`src/common/panel_regs.vh`:
```
`ifndef PANEL_REGS_VH
`define PANEL_REGS_VH
// Register offsets (word index on the plain register port)
`define REG_CTRL 4'h0
`define REG_STATUS 4'h1
`define REG_PARAM 4'h2
`define REG_SWEEP_POS 4'h3
`define REG_MARKER 4'h4
`define REG_DUTY 4'h5
`define REG_PHASE_INC 4'h6
`define REG_TRIG_INC 4'h7
// Control register fields
`define CTRL_LOCK_BIT 0
`define CTRL_REMOTE_BIT 1
`define CTRL_SHIFT_BIT 2
`define CTRL_EXTSRC_BIT 3
`define CTRL_SQUARE_BIT 4
`define CTRL_SWEEP_EN_BIT 5
// Reset values
`define PARAM_DEFAULT 32'h0000_03e8
`define DUTY_DEFAULT 32'h8000_0000
`define PHASE_INC_DEFAULT 32'h0000_1000
`define TRIG_INC_DEFAULT 32'h0000_0100
`define MARKER_DEFAULT 32'h8000_0000
// Sweep position step per clock while running and not held
`define SWEEP_STEP 32'h0000_0100
`define SLOT_COUNT 10
`endif

```
`src/verilog/panel_setup_and_sweep_io.v`:
```
// Decided for this implementation: the register addresses and the plain strobed port.
`timescale 1ns/10ps
`include "panel_regs.vh"

// Summary of operation
// [RULE1] Ten setup slots, numbered 0 to 9, each holding a full parameter copy.
// [RULE2] Save mode plus a digit copies the active parameters into that slot.
// [RULE3] Restore mode plus a digit loads that slot into the active parameters.
// [RULE4] Only digit keys pick a slot; knob steps are ignored then.
// [RULE5] Lockout is one for on; it blocks key programming and mode changes.
// [RULE6] Lockout spares lock, summary and output keys, trigger and sweep inputs.
// [RULE7] Under lockout show lock flag, no blink, no edit cursor.
// [RULE8] Shifted defaults key loads the factory parameter set.
// [RULE9] Summary view forbids edits until a parameter key is chosen.
// [RULE10] Each output key press inverts the main output enable.
// [RULE11] Output off disconnects main waveform; sync square keeps running.
// [RULE12] Output-off flag shown unless in shifted or remote mode.
// [RULE13] Output enable comes up on after reset.
// [RULE14] Sync output is a square at main frequency; duty follows setting in square.
// [RULE15] External trigger input reads high when idle, keeping a gate open.
// [RULE16] Trigger output repeats external input or internal oscillator by source.
// [RULE17] Sweep freezes while the hold input is low, resumes when high.
// [RULE18] Single sweep starts on a falling edge of the one-shot input.
// [RULE19] Marker output low while swept frequency exceeds marker, else high.
// [RULE20] Sweep-in-progress output low while a sweep runs, else high.
// [RULE21] Under remote control panel parameter setting is refused.
// [RULE22] Trigger, hold and one-shot inputs are synchronised before use.
module panel_setup_and_sweep_io #(
   parameter PW = 32
) (
   input wire clk_sys_i,
   input wire rstn_i,
   input wire ce_i,
   input wire [3:0] addr_i,
   input wire [31:0] wdata_i,
   input wire wr_i,
   input wire rd_i,
   output reg [31:0] rdata_o,
   input wire setup_save_key_i,
   input wire setup_restore_key_i,
   input wire factory_defaults_key_i,
   input wire summary_view_key_i,
   input wire param_key_i,
   input wire lock_key_i,
   input wire output_key_i,
   input wire digit_valid_i,
   input wire [3:0] digit_i,
   input wire knob_step_i,
   input wire [PW-1:0] param_entry_i,
   input wire param_enter_i,
   input wire external_trigger_input_i,
   input wire sweep_hold_n_i,
   input wire one_shot_sweep_input_n_i,
   output reg main_waveform_output_o,
   output reg sync_out_o,
   output reg trigger_repeat_output_o,
   output reg marker_crossing_output_o,
   output reg sweep_busy_n_o,
   output reg lock_flag_o,
   output reg edit_cursor_o,
   output reg name_blink_o,
   output reg output_off_flag_o,
   output reg remote_indicator_o,
   output reg [PW-1:0] active_param_o
);

   // Register map on the plain port (word index):
   //   0 control: lock, remote, shift, external source, square, sweep enable
   //   1 status: output enable, save mode, restore mode, summary, hold, sweep run
   //   2 active parameter word
   //   3 sweep position, read only
   //   4 marker point, 5 duty threshold
   //   6 waveform phase step, 7 trigger oscillator phase step
   // Unmapped offsets read as zero and ignore writes.

   // Reset and factory value of the active parameter word, cut to PW bits below
   localparam [31:0] PARAM_DEF = `PARAM_DEFAULT;

   // [RULE1] ten setup slots
   // One word per slot, indexed by the decimal digit; digits above nine never
   // reach the array, so the four-bit index cannot run past the last entry.
   reg [PW-1:0] slot_mem [0:`SLOT_COUNT-1];
   reg [PW-1:0] param_r;
   reg [31:0] ctrl_r;
   reg [31:0] marker_r;
   reg [31:0] duty_r;
   reg [31:0] phase_inc_r;
   reg [31:0] trig_inc_r;
   reg [31:0] phase_r;
   reg [31:0] trig_phase_r;
   reg [31:0] sweep_pos_r;
   reg out_en_r;
   reg save_mode_r;
   reg restore_mode_r;
   reg summary_r;
   reg sweep_run_r;

   // Pin levels after the synchronisers: bit 0 trigger, 1 hold, 2 start
   wire [2:0] pin_raw_w;
   wire [2:0] pin_s_w;
   wire trig_s_w;
   wire hold_s_w;
   wire start_s_w;
   reg start_prev_r;

   wire lock_w = ctrl_r[`CTRL_LOCK_BIT];
   wire remote_w = ctrl_r[`CTRL_REMOTE_BIT];
   wire shift_w = ctrl_r[`CTRL_SHIFT_BIT];
   wire ext_src_w = ctrl_r[`CTRL_EXTSRC_BIT];
   wire square_w = ctrl_r[`CTRL_SQUARE_BIT];
   wire sweep_en_w = ctrl_r[`CTRL_SWEEP_EN_BIT];

   // Keys that program the unit; blocked by lockout or remote control.
   // The summary and output keys bypass this gate on purpose; the lock key is blocked by remote control only.
   wire keys_ok_w = ~lock_w & ~remote_w;
   // Digits above nine are treated as no slot at all
   wire digit_ok_w = digit_valid_i & (digit_i < 4'd10);
   // Edge taken from the filtered level, so one pin bounce gives one start
   wire start_fall_w = start_prev_r & ~start_s_w;
   // [RULE4] knob ignored
   // The knob step input is left unread: slot choice uses digits only,
   // so a turn of the knob can neither pick a slot nor cancel a pending one.

   // Pins in one vector so the synchroniser below is written once
   assign pin_raw_w = {one_shot_sweep_input_n_i, sweep_hold_n_i, external_trigger_input_i};
   assign trig_s_w = pin_s_w[0];
   assign hold_s_w = pin_s_w[1];
   assign start_s_w = pin_s_w[2];

   // [RULE22] synchronise pin inputs
   // Three stage flops and one level flop per pin; a level counts once stages two and three agree,
   // so a glitch shorter than a clock never reaches the sweep or trigger logic.
   // Reset to high, the idle level of every pin, so no false edge follows reset.
   genvar g;
   generate
      for (g = 0; g < 3; g = g + 1) begin : pin_sync
         reg [2:0] stage_r;
         reg level_r;
         always @(posedge clk_sys_i or negedge rstn_i) begin
            if (!rstn_i) begin
               stage_r <= 3'h7;
               level_r <= 1'b1;
            end else if (ce_i) begin
               stage_r <= {stage_r[1:0], pin_raw_w[g]};
               if (stage_r[1] == stage_r[2]) begin
                  level_r <= stage_r[2];
               end
            end
         end
         assign pin_s_w[g] = level_r;
      end
   endgenerate

   // Previous start level for the falling-edge detector; idles high
   always @(posedge clk_sys_i or negedge rstn_i) begin
      if (!rstn_i) begin
         start_prev_r <= 1'b1;
      end else if (ce_i) begin
         start_prev_r <= start_s_w;
      end
   end

   // Slot writes; memory has no reset so it maps to plain RAM.
   // A slot read before its first store returns unknown contents; software
   // that needs a clean recall stores every slot once after power-up.
   always @(posedge clk_sys_i) begin
      // [RULE2] digit stores setup
      if (ce_i && save_mode_r && digit_ok_w && keys_ok_w) begin
         slot_mem[digit_i] <= param_r;
      end
   end

   // Panel key handling and active parameter set.
   // A register write to CTRL or PARAM wins over a key in the same cycle, so
   // remote software always sees its own value land.
   always @(posedge clk_sys_i or negedge rstn_i) begin
      if (!rstn_i) begin
         param_r <= PARAM_DEF[PW-1:0];
         // [RULE13] output on at reset
         out_en_r <= 1'b1;
         save_mode_r <= 1'b0;
         restore_mode_r <= 1'b0;
         summary_r <= 1'b1;
         ctrl_r <= 32'h0000_0000;
      end else if (ce_i) begin
         if (wr_i && addr_i == `REG_CTRL) begin
            ctrl_r <= wdata_i;
         end else if (lock_key_i && !remote_w) begin
            // [RULE6] lock key still acts
            ctrl_r[`CTRL_LOCK_BIT] <= ~lock_w;
         end
         // [RULE10] toggle output enable
         if (output_key_i) begin
            out_en_r <= ~out_en_r;
         end
         // [RULE9] summary view blocks edits
         if (summary_view_key_i) begin
            summary_r <= 1'b1;
         end else if (param_key_i && keys_ok_w) begin
            summary_r <= 1'b0;
         end
         // [RULE5] modes refused under lockout
         // Save and restore exclude each other; the later key wins, and
         // any digit afterwards closes the pending choice.
         if (setup_save_key_i && keys_ok_w) begin
            save_mode_r <= 1'b1;
            restore_mode_r <= 1'b0;
         end else if (setup_restore_key_i && keys_ok_w) begin
            restore_mode_r <= 1'b1;
            save_mode_r <= 1'b0;
         end else if (digit_valid_i) begin
            // [RULE4] only digits close slot choice
            save_mode_r <= 1'b0;
            restore_mode_r <= 1'b0;
         end
         // Only one source updates the active word per cycle: bus first,
         // then defaults, then recall, then a typed entry.
         if (wr_i && addr_i == `REG_PARAM) begin
            param_r <= wdata_i[PW-1:0];
         end else if (keys_ok_w) begin
            // [RULE8] shifted defaults key
            if (factory_defaults_key_i && shift_w) begin
               param_r <= PARAM_DEF[PW-1:0];
            // [RULE3] digit recalls setup
            end else if (restore_mode_r && digit_ok_w) begin
               param_r <= slot_mem[digit_i];
            // [RULE21] edits refused in remote
            end else if (param_enter_i && !summary_r) begin
               param_r <= param_entry_i;
            end
         end
      end
   end

   // Tuning registers reached over the register port.
   // Writes to other offsets leave all four untouched.
   always @(posedge clk_sys_i or negedge rstn_i) begin
      if (!rstn_i) begin
         marker_r <= `MARKER_DEFAULT;
         duty_r <= `DUTY_DEFAULT;
         phase_inc_r <= `PHASE_INC_DEFAULT;
         trig_inc_r <= `TRIG_INC_DEFAULT;
      end else if (ce_i && wr_i) begin
         case (addr_i)
            `REG_MARKER: marker_r <= wdata_i;
            `REG_DUTY: duty_r <= wdata_i;
            `REG_PHASE_INC: phase_inc_r <= wdata_i;
            `REG_TRIG_INC: trig_inc_r <= wdata_i;
            default: marker_r <= marker_r;
         endcase
      end
   end

   // Phase accumulators for the waveform and internal trigger oscillator.
   // Both run even with the main output off, so the sync pin never stops.
   always @(posedge clk_sys_i or negedge rstn_i) begin
      if (!rstn_i) begin
         phase_r <= 32'h0000_0000;
         trig_phase_r <= 32'h0000_0000;
      end else if (ce_i) begin
         phase_r <= phase_r + phase_inc_r;
         trig_phase_r <= trig_phase_r + trig_inc_r;
      end
   end

   // Sweep engine.
   // The position stops one step short of wrapping and then ends the run;
   // a new start edge is only taken once the previous run has ended.
   // Clearing the enable bit aborts a run at once and parks the position.
   always @(posedge clk_sys_i or negedge rstn_i) begin
      if (!rstn_i) begin
         sweep_run_r <= 1'b0;
         sweep_pos_r <= 32'h0000_0000;
      end else if (ce_i) begin
         if (!sweep_en_w) begin
            sweep_run_r <= 1'b0;
            sweep_pos_r <= 32'h0000_0000;
         // [RULE18] start on falling edge
         end else if (start_fall_w && !sweep_run_r) begin
            sweep_run_r <= 1'b1;
            sweep_pos_r <= 32'h0000_0000;
         // [RULE17] hold freezes sweep
         end else if (sweep_run_r && hold_s_w) begin
            if (sweep_pos_r > 32'hffff_ffff - `SWEEP_STEP) begin
               sweep_run_r <= 1'b0;
            end else begin
               sweep_pos_r <= sweep_pos_r + `SWEEP_STEP;
            end
         end
      end
   end

   // Output pins and indicators, all registered.
   // Registering keeps glitches off the pins; each indicator therefore
   // trails its cause by one clock.
   always @(posedge clk_sys_i or negedge rstn_i) begin
      if (!rstn_i) begin
         main_waveform_output_o <= 1'b0;
         sync_out_o <= 1'b0;
         trigger_repeat_output_o <= 1'b1;
         marker_crossing_output_o <= 1'b1;
         sweep_busy_n_o <= 1'b1;
         lock_flag_o <= 1'b0;
         edit_cursor_o <= 1'b0;
         name_blink_o <= 1'b0;
         output_off_flag_o <= 1'b0;
         remote_indicator_o <= 1'b0;
         active_param_o <= PARAM_DEF[PW-1:0];
      end else if (ce_i) begin
         // [RULE14] sync square, duty in square mode
         // Outside square mode the phase MSB gives a fixed half duty
         sync_out_o <= square_w ? (phase_r < duty_r) : ~phase_r[31];
         // [RULE11] gate main path only
         main_waveform_output_o <= out_en_r &
            (square_w ? (phase_r < duty_r) : ~phase_r[31]);
         // [RULE16] trigger source routing
         // [RULE15] idle input reads high
         // Internal oscillator is the phase MSB, a square at the trigger rate
         trigger_repeat_output_o <= ext_src_w ? trig_s_w : ~trig_phase_r[31];
         // [RULE19] marker low above marker point
         // Compared only while a run is active, so the pin rests high between runs
         marker_crossing_output_o <= ~(sweep_run_r && sweep_pos_r > marker_r);
         // [RULE20] busy low while sweeping
         sweep_busy_n_o <= ~sweep_run_r;
         // [RULE7] lock indicator, no cursor
         lock_flag_o <= lock_w;
         edit_cursor_o <= keys_ok_w & ~summary_r;
         name_blink_o <= keys_ok_w & ~summary_r;
         // [RULE12] off flag except shift/remote
         output_off_flag_o <= ~out_en_r & ~shift_w & ~remote_w;
         remote_indicator_o <= remote_w;
         active_param_o <= param_r;
      end
   end

   // Read port, data one cycle after the strobe; unmapped reads zero.
   // The data word falls back to zero in the next cycle, so a master must
   // take it in the single cycle after its strobe.
   always @(posedge clk_sys_i or negedge rstn_i) begin
      if (!rstn_i) begin
         rdata_o <= 32'h0000_0000;
      end else if (ce_i) begin
         rdata_o <= 32'h0000_0000;
         if (rd_i) begin
            case (addr_i)
               `REG_CTRL: rdata_o <= ctrl_r;
               `REG_STATUS: rdata_o <= {26'h0, sweep_run_r, hold_s_w,
                  summary_r, restore_mode_r, save_mode_r, out_en_r};
               `REG_PARAM: rdata_o <= param_r;
               `REG_SWEEP_POS: rdata_o <= sweep_pos_r;
               `REG_MARKER: rdata_o <= marker_r;
               `REG_DUTY: rdata_o <= duty_r;
               `REG_PHASE_INC: rdata_o <= phase_inc_r;
               `REG_TRIG_INC: rdata_o <= trig_inc_r;
               default: rdata_o <= 32'h0000_0000;
            endcase
         end
      end
   end

endmodule
```
`config.mk`:
```
export PLATFORM = sky130hd
export DESIGN_NAME = panel_setup_and_sweep_io
export DESIGN_NICKNAME = d
export VERILOG_FILES = /design/src/verilog/panel_setup_and_sweep_io.v
export VERILOG_INCLUDE_DIRS = /design/src /design/src/common
export SDC_FILE = /design/constraint.sdc
export NUM_CORES = 1
export LEC_CHECK = 0
export BUFFER_PORTS_ARGS = -buffer_cell sky130_fd_sc_hd__buf_2
export CORE_MARGIN = 2
export CORE_UTILIZATION = 30
export CTS_CLUSTER_SIZE = 25
export DETAILED_ROUTE_END_ITERATION = 6
export SLEW_MARGIN = 0
export SYNTH_ARGS = -nofsm -noshare
export SYNTH_HDL_FRONTEND = slang
export SYNTH_SLANG_ARGS = --single-unit
```
`constraint.sdc`:
```
create_clock -name clk_sys_i -period 8.1 [get_ports clk_sys_i]
set_input_delay 1.62 -clock clk_sys_i [delete_from_list [all_inputs] [get_ports clk_sys_i]]
set_output_delay 1.62 -clock clk_sys_i [all_outputs]
set_load 0.005 [all_outputs]
```
# [Yosys cells after proc, flatten, opt, wreduce, memory -nomap -nowiden]
# Memories as Yosys holds them, arrays and structs flattened.
# Cells that the tools add are included.
[word_totals] word_cells=139 in_bits=90 mem_bits_rw=320 register_bits=379 out_inout_bits=74 mem_count=1
[memory_table] name="slot_mem" words=10 word_bits=32 read_ports=1 rd_ports_with_merged_regs=0 wr=1 line_no="panel_setup_and_sweep_io.v:82" text="reg [PW-1:0] slot_mem [0:`SLOT_COUNT-1];"
[op_classes] addsub=3 muxes=28 bitwise_logic=17 n_reduce_logical=40 magnitude_cmp=4 n_eq_ne=13
[op_table] cell="two-way mux 32 bit" n=10
[op_table] cell="case mux 32 bit (8 select lines)" n=1
[op_table] cell="adder 32 bit" n=2
[op_table] cell="adder 32 x 9 -> 32 bit, second input constant" n=1
[op_table] cell="> comparator 32 bit" n=1
[op_table] cell="> comparator 32 bit, second input constant" n=1
[op_table] cell="less-than comparator 32 bit" n=1
[op_table] cell="AND reduction 2 bit" n=12
[op_table] cell="two-way mux 1 bit" n=17
[op_table] cell="equality test 4 x 3 -> 1 bit, second input constant" n=4
[op_table] cell="logical AND 1 bit" n=16
[op_table] cell="NOT 1 bit" n=10
[op_table] cell="AND reduction 3 bit" n=3
[op_table] cell="equality test 4 x 2 -> 1 bit, second input constant" n=2
[op_table] cell="bitwise AND 1 bit" n=7
[op_table] cell="!= test 3 x 1 -> 1 bit, second input constant" n=2
[op_table] cell="nonzero test 2 bit" n=3
[op_table] cell="equality test 4 x 1 -> 1 bit, second input constant" n=1
[op_table] cell="zero test 4 bit" n=1
[op_table] cell="less-than comparator 4 bit, second input constant" n=1
[op_table] cell="nonzero test 4 bit" n=1
[op_table] cell="equality test 1 bit" n=3
[op_table] cell="zero test 1 bit" n=3
[op_table] cell="!= test 3 bit, second input constant" n=1
[op_table] cell="nonzero test 3 bit" n=1

# [Longest topological paths before layout]
[depth] depth_word=7 ltp_mapped=12 ltp_nobuf=12

# [Worst setup path after synthesis]
# No wires, ideal clock.
[synth_timing] kind="input to register" from="input port ce_i" to="memory slot_mem[4][0], enable pin" setup_slack_ns=2.791 required_ns=7.639 n_path_buf=3 path_stages=6 setup_time_ns=0.461 arrival_time_ns=4.848 path_cell_list="clkbuf_1 -> clkbuf_1 -> buf_6 -> and4_1 -> nand2_1 -> nor3_1"
[synth_between] elab_chain_len=5
[synth_rtl] element="start, declared" line_no="panel_setup_and_sweep_io.v:33" text="input wire ce_i,"
[synth_rtl] element="logical AND 1 bit (3 in a row)" line_no="panel_setup_and_sweep_io.v:168" text="if (ce_i && save_mode_r && digit_ok_w && keys_ok_w) begin"
[synth_rtl] element="two-way mux 1 bit" line_no="panel_setup_and_sweep_io.v:168"
[synth_rtl] element="two-way mux 1 bit (implied by the code)" line_no="panel_setup_and_sweep_io.v:169" text="slot_mem[digit_i] <= param_r;"
[synth_rtl] element="end, declared" line_no="panel_setup_and_sweep_io.v:82"
# Every way passes these cells.

# [Final worst setup path]
[layout_timing] from="input port addr_i[3]" to="register marker_r[1]"
[layout_between] elab_chain_len=2
[layout_rtl] element="start, declared" line_no="panel_setup_and_sweep_io.v:34" text="input wire [3:0] addr_i,"
[layout_rtl] element="equality test 4 x 3 -> 1 bit" line_no="panel_setup_and_sweep_io.v:244" text="case (addr_i)"
[layout_rtl] element="AND reduction 2 bit (no line)"
[layout_rtl] element="end signal, assigned" line_no="panel_setup_and_sweep_io.v:239" text="marker_r <= `MARKER_DEFAULT;"
[layout_rtl] element="end signal, assigned" line_no="panel_setup_and_sweep_io.v:245" text="`REG_MARKER: marker_r <= wdata_i;"
[layout_rtl] element="end signal, assigned" line_no="panel_setup_and_sweep_io.v:249" text="default: marker_r <= marker_r;"
[layout_rtl] element="end, declared" line_no="panel_setup_and_sweep_io.v:85" text="reg [31:0] marker_r;"
# Every way passes these cells.
# A chain may end at the register's enable or synchronous reset.

==> flow_metrics.py <==
metrics = {
    "clock_tree": {
        "cts_sinks": 691,
        "cts_resized": 0,
        "postCtsSetupBuffers": 0,
        "h-tree-depth": 3,
        "cts_tree": "yes",
        "clkTransAtPathRegs_ps": 60,
        "hold_buffers": 0,
        "cts_root_buffer": "clkbuf_16",
        "cts_made_buffers": 74,
        "clk_latency_ps": 640,
        "cts_max_path_buffers": 3,
    },
    "floorplanning": {
        "top_level_ports": 164,
        "die_w_um": 333,
        "core_area_mm2": 0.107,
        "die_h_um": 333,
        "die_area_mm2": 0.111,
        "num_rows": 120,
        "start_util": 0.303,
    },
    "power": {
        "p_total_mw": 11.7,
        "p_comb_frac": 0.237,
        "p_clk_frac": 0.313,
        "switching_power_mw": 3.70,
        "p_leak_nw": 15.2,
        "p_sw_frac": 0.316,
        "powerDensity_mw_per_mm2": 312,
        "seq_power_share": 0.450,
        "intPower_mw": 8.01,
        "ir_drop_mv": 0.136,
    },
    "critical_path": {
        "crit_fanout": 56,
        "reg2reg_from": "trig_inc_r[0]$_DFFE_PN0P_",
        "crit_path_start": "addr_i[3]",
        "critPathLaunchType": "primary input",
        "worst-endpoint-required_ps": 8610,
        "end_kind": "flop",
        "arrival_ps": 4550,
        "critPathKind": "in -> reg",
    },
    "yosys": {
        "synth_cells": 2508,
        "yosysWarnings": 0,
        "synth_edf_count": 320,
        "synthArstFlopShare": 0.537,
        "ys_types": 83,
        "syn_area_mm2": 0.0324,
        "synth_seq_area_share": 0.585,
        "ys_seq_elements": 691,
        "avgSynthCellArea_um2": 12.9,
        "syn_nets": 2719,
        "yosys_most_used_dff": "dfrtp_1",
    },
    "global_routing": {
        "grt_pass1_vias": 21623,
        "grt_start_max_net_pins": 128,
        "grt_pass1_wl_um": 140000,
        "antenna_found_initial": 18,
        "grt_use_total": 0.169,
        "overflow": 0,
    },
    "sta": {
        "setup_tns_ps": 0,
        "worstMarginPinSlew_ps": 1130,
        "worst_slack_ps": 4060,
        "fin_skew_ps": 23.6,
        "finalCriticalPeriod_ps": 4040,
        "maxSlewViolCount": 0,
        "setup_viol": 0,
        "finalCritPeriodShare": 0.499,
        "rsz0062_at_grt": "no",
        "clock.fmax_mhz": 247,
        "final_hold_viol_count": 0,
        "maxSlewHeadroom": 0.246,
    },
    "placed_design": {
        "routabilityCongestion": 0.840,
        "hpwl_um": 64000,
        "dpl_worst_slack_ps": 3380,
        "port_buffers": 162,
    },
    "drt": {
        "wl_um": 94100,
        "drt-wirelength-per-cell_um": 22.9,
        "drc": 0,
        "via_per_inst": 5.22,
        "dr.pass1.iters": 6,
        "ant_nets": 0,
        "drt_iter0_drc": 2029,
        "num_vias": 21484,
    },
    "outcome": {
        "status": "finished, final reports clean",
    },
    "run": {
        "drv_cap": 0,
    },
    "cells_and_area": {
        "fin_nets": 2860,
        "n_fill_cell": 10399,
        "layout_commonest_cell": "dfrtp_1",
        "layout-drive-gt1-share": 0.251,
        "layout_common_cells": "337 x dfrtp_1, 320 x edfxtp_1, 214 x mux2_2",
        "area_growth_pct": 15.7,
    },
    "min_path": {
        "hp-start": "rdata_o[4]$_DFFE_PN0P_",
        "hold_class": "reg -> reg",
    },
}
## cell families (layout without fill, tap and decap cells)
logic type,Yosys count,after routing,synth area share
DFF,691,691,0.585
and+or+nand+nor,459,459,0.0655
buffers and inverters,217,419,0.0271
muxes,310,310,0.129
adders and majority gates,121,121,0.0472
other,0,2,0
AOI/OAI and AO/OA,637,637,0.127
xor gates and xnor gates,73,73,0.0197
## worst max-delay path: stages
cell,delay [ps]
buf_2,160
nor2b_2,630
and2_1,450
buf_4,310
and3_2,900
mux2_2,420
## Yosys cell counts, types with 20 or more instances
cell type | instances | area (um^2)
a211oi_1 | 32 | 240
a21o_1 | 56 | 420
a21oi_1 | 157 | 786
a22o_1 | 22 | 193
a22oi_1 | 66 | 495
buf_1 | 20 | 75.1
clkbuf_1 | 99 | 372
dfrtp_1 | 337 | 8430
dfstp_2 | 34 | 893
edfxtp_1 | 320 | 9610
ha_1 | 119 | 1490
inv_1 | 76 | 285
mux2_2 | 214 | 2410
mux2i_1 | 32 | 320
mux4_2 | 64 | 1440
nand2_1 | 187 | 702
nand3_1 | 35 | 175
nand4_1 | 29 | 181
nor2_1 | 106 | 398
o21ai_0 | 157 | 786
o22ai_1 | 31 | 194
o2bb2ai_1 | 21 | 184
xnor2_1 | 40 | 350
xor2_1 | 33 | 289
## power groups by stage
stage	registers, mW	logic, mW	clock network [mW]
final	5.27	2.77	3.66
after global routing	5.37	3.10	3.87
after CTS	5.27	2.78	3.73
after detailed placement	5.34	2.76	0
after global placement	5.31	2.72	0
after floorplan	4.97	2.06	0
## area by class of cell
cell class	instances	area (um^2)	share of cell area
Antenna cell	2	5.00	0.000134
Clock buffer	96	2110	0.0563
Clock inverter	41	527	0.0141
Inverter	77	289	0.00771
Multi-Input combinational cell	1600	12700	0.338
Sequential cell	691	18900	0.505
Tap cell	1403	1760	0.0468
Timing Repair Buffer	205	1180	0.0315
## metal layers
layer | wire (um) | vias up | GRT usage
met5 | 145 | - | 0
met2 | 42900 | 682 | 0.266
li1 | - | 9730 | -
met3 | 6780 | 180 | 0.0360
met1 | 41500 | 10868 | 0.230
met4 | 2860 | 24 | 0.0555
## registers in the layout, indices dropped and copies added, names as in the netlist, 2 cells and up
register / cells
ctrl_r: 32
marker_r: 32
trig_phase_r: 32
slot_mem: 320
sweep_pos_r: 24
pin_sync.stage_r: 9
duty_r: 32
phase_inc_r: 32
pin_sync.level_r: 2
active_param_o: 32
phase_r: 32
rdata_o: 32
param_r: 32
trig_inc_r: 32
## final timing paths
check	cells after the start	to	slack, ps
worst max-delay path	6	marker_r[1]$_DFFE_PN0P_	4060
worst min register to register	1	rdata_o[4]$_DFFE_PN0P_	470
worst min-delay path	1	rdata_o[4]$_DFFE_PN0P_	470
worst max register to register	12	trig_phase_r[28]$_DFFE_PN0P_	4250
max in group asynchronous	2	ctrl_r[6]$_DFFE_PN0P_	5540
min in group asynchronous	1	rdata_o[23]$_DFFE_PN0P_	1060
## through the flow
step	hold slack, ps	area (um^2)	util	cells
floorplan	443	32400	-	2508
global placement	462	34800	0.325	3976
detailed placement	465	34800	0.325	3976
CTS	478	37500	0.350	4113
global route	491	37500	0.350	4113
finish	475	37500	0.350	4115
No activity file was read; power rests on OpenSTA's default activity.
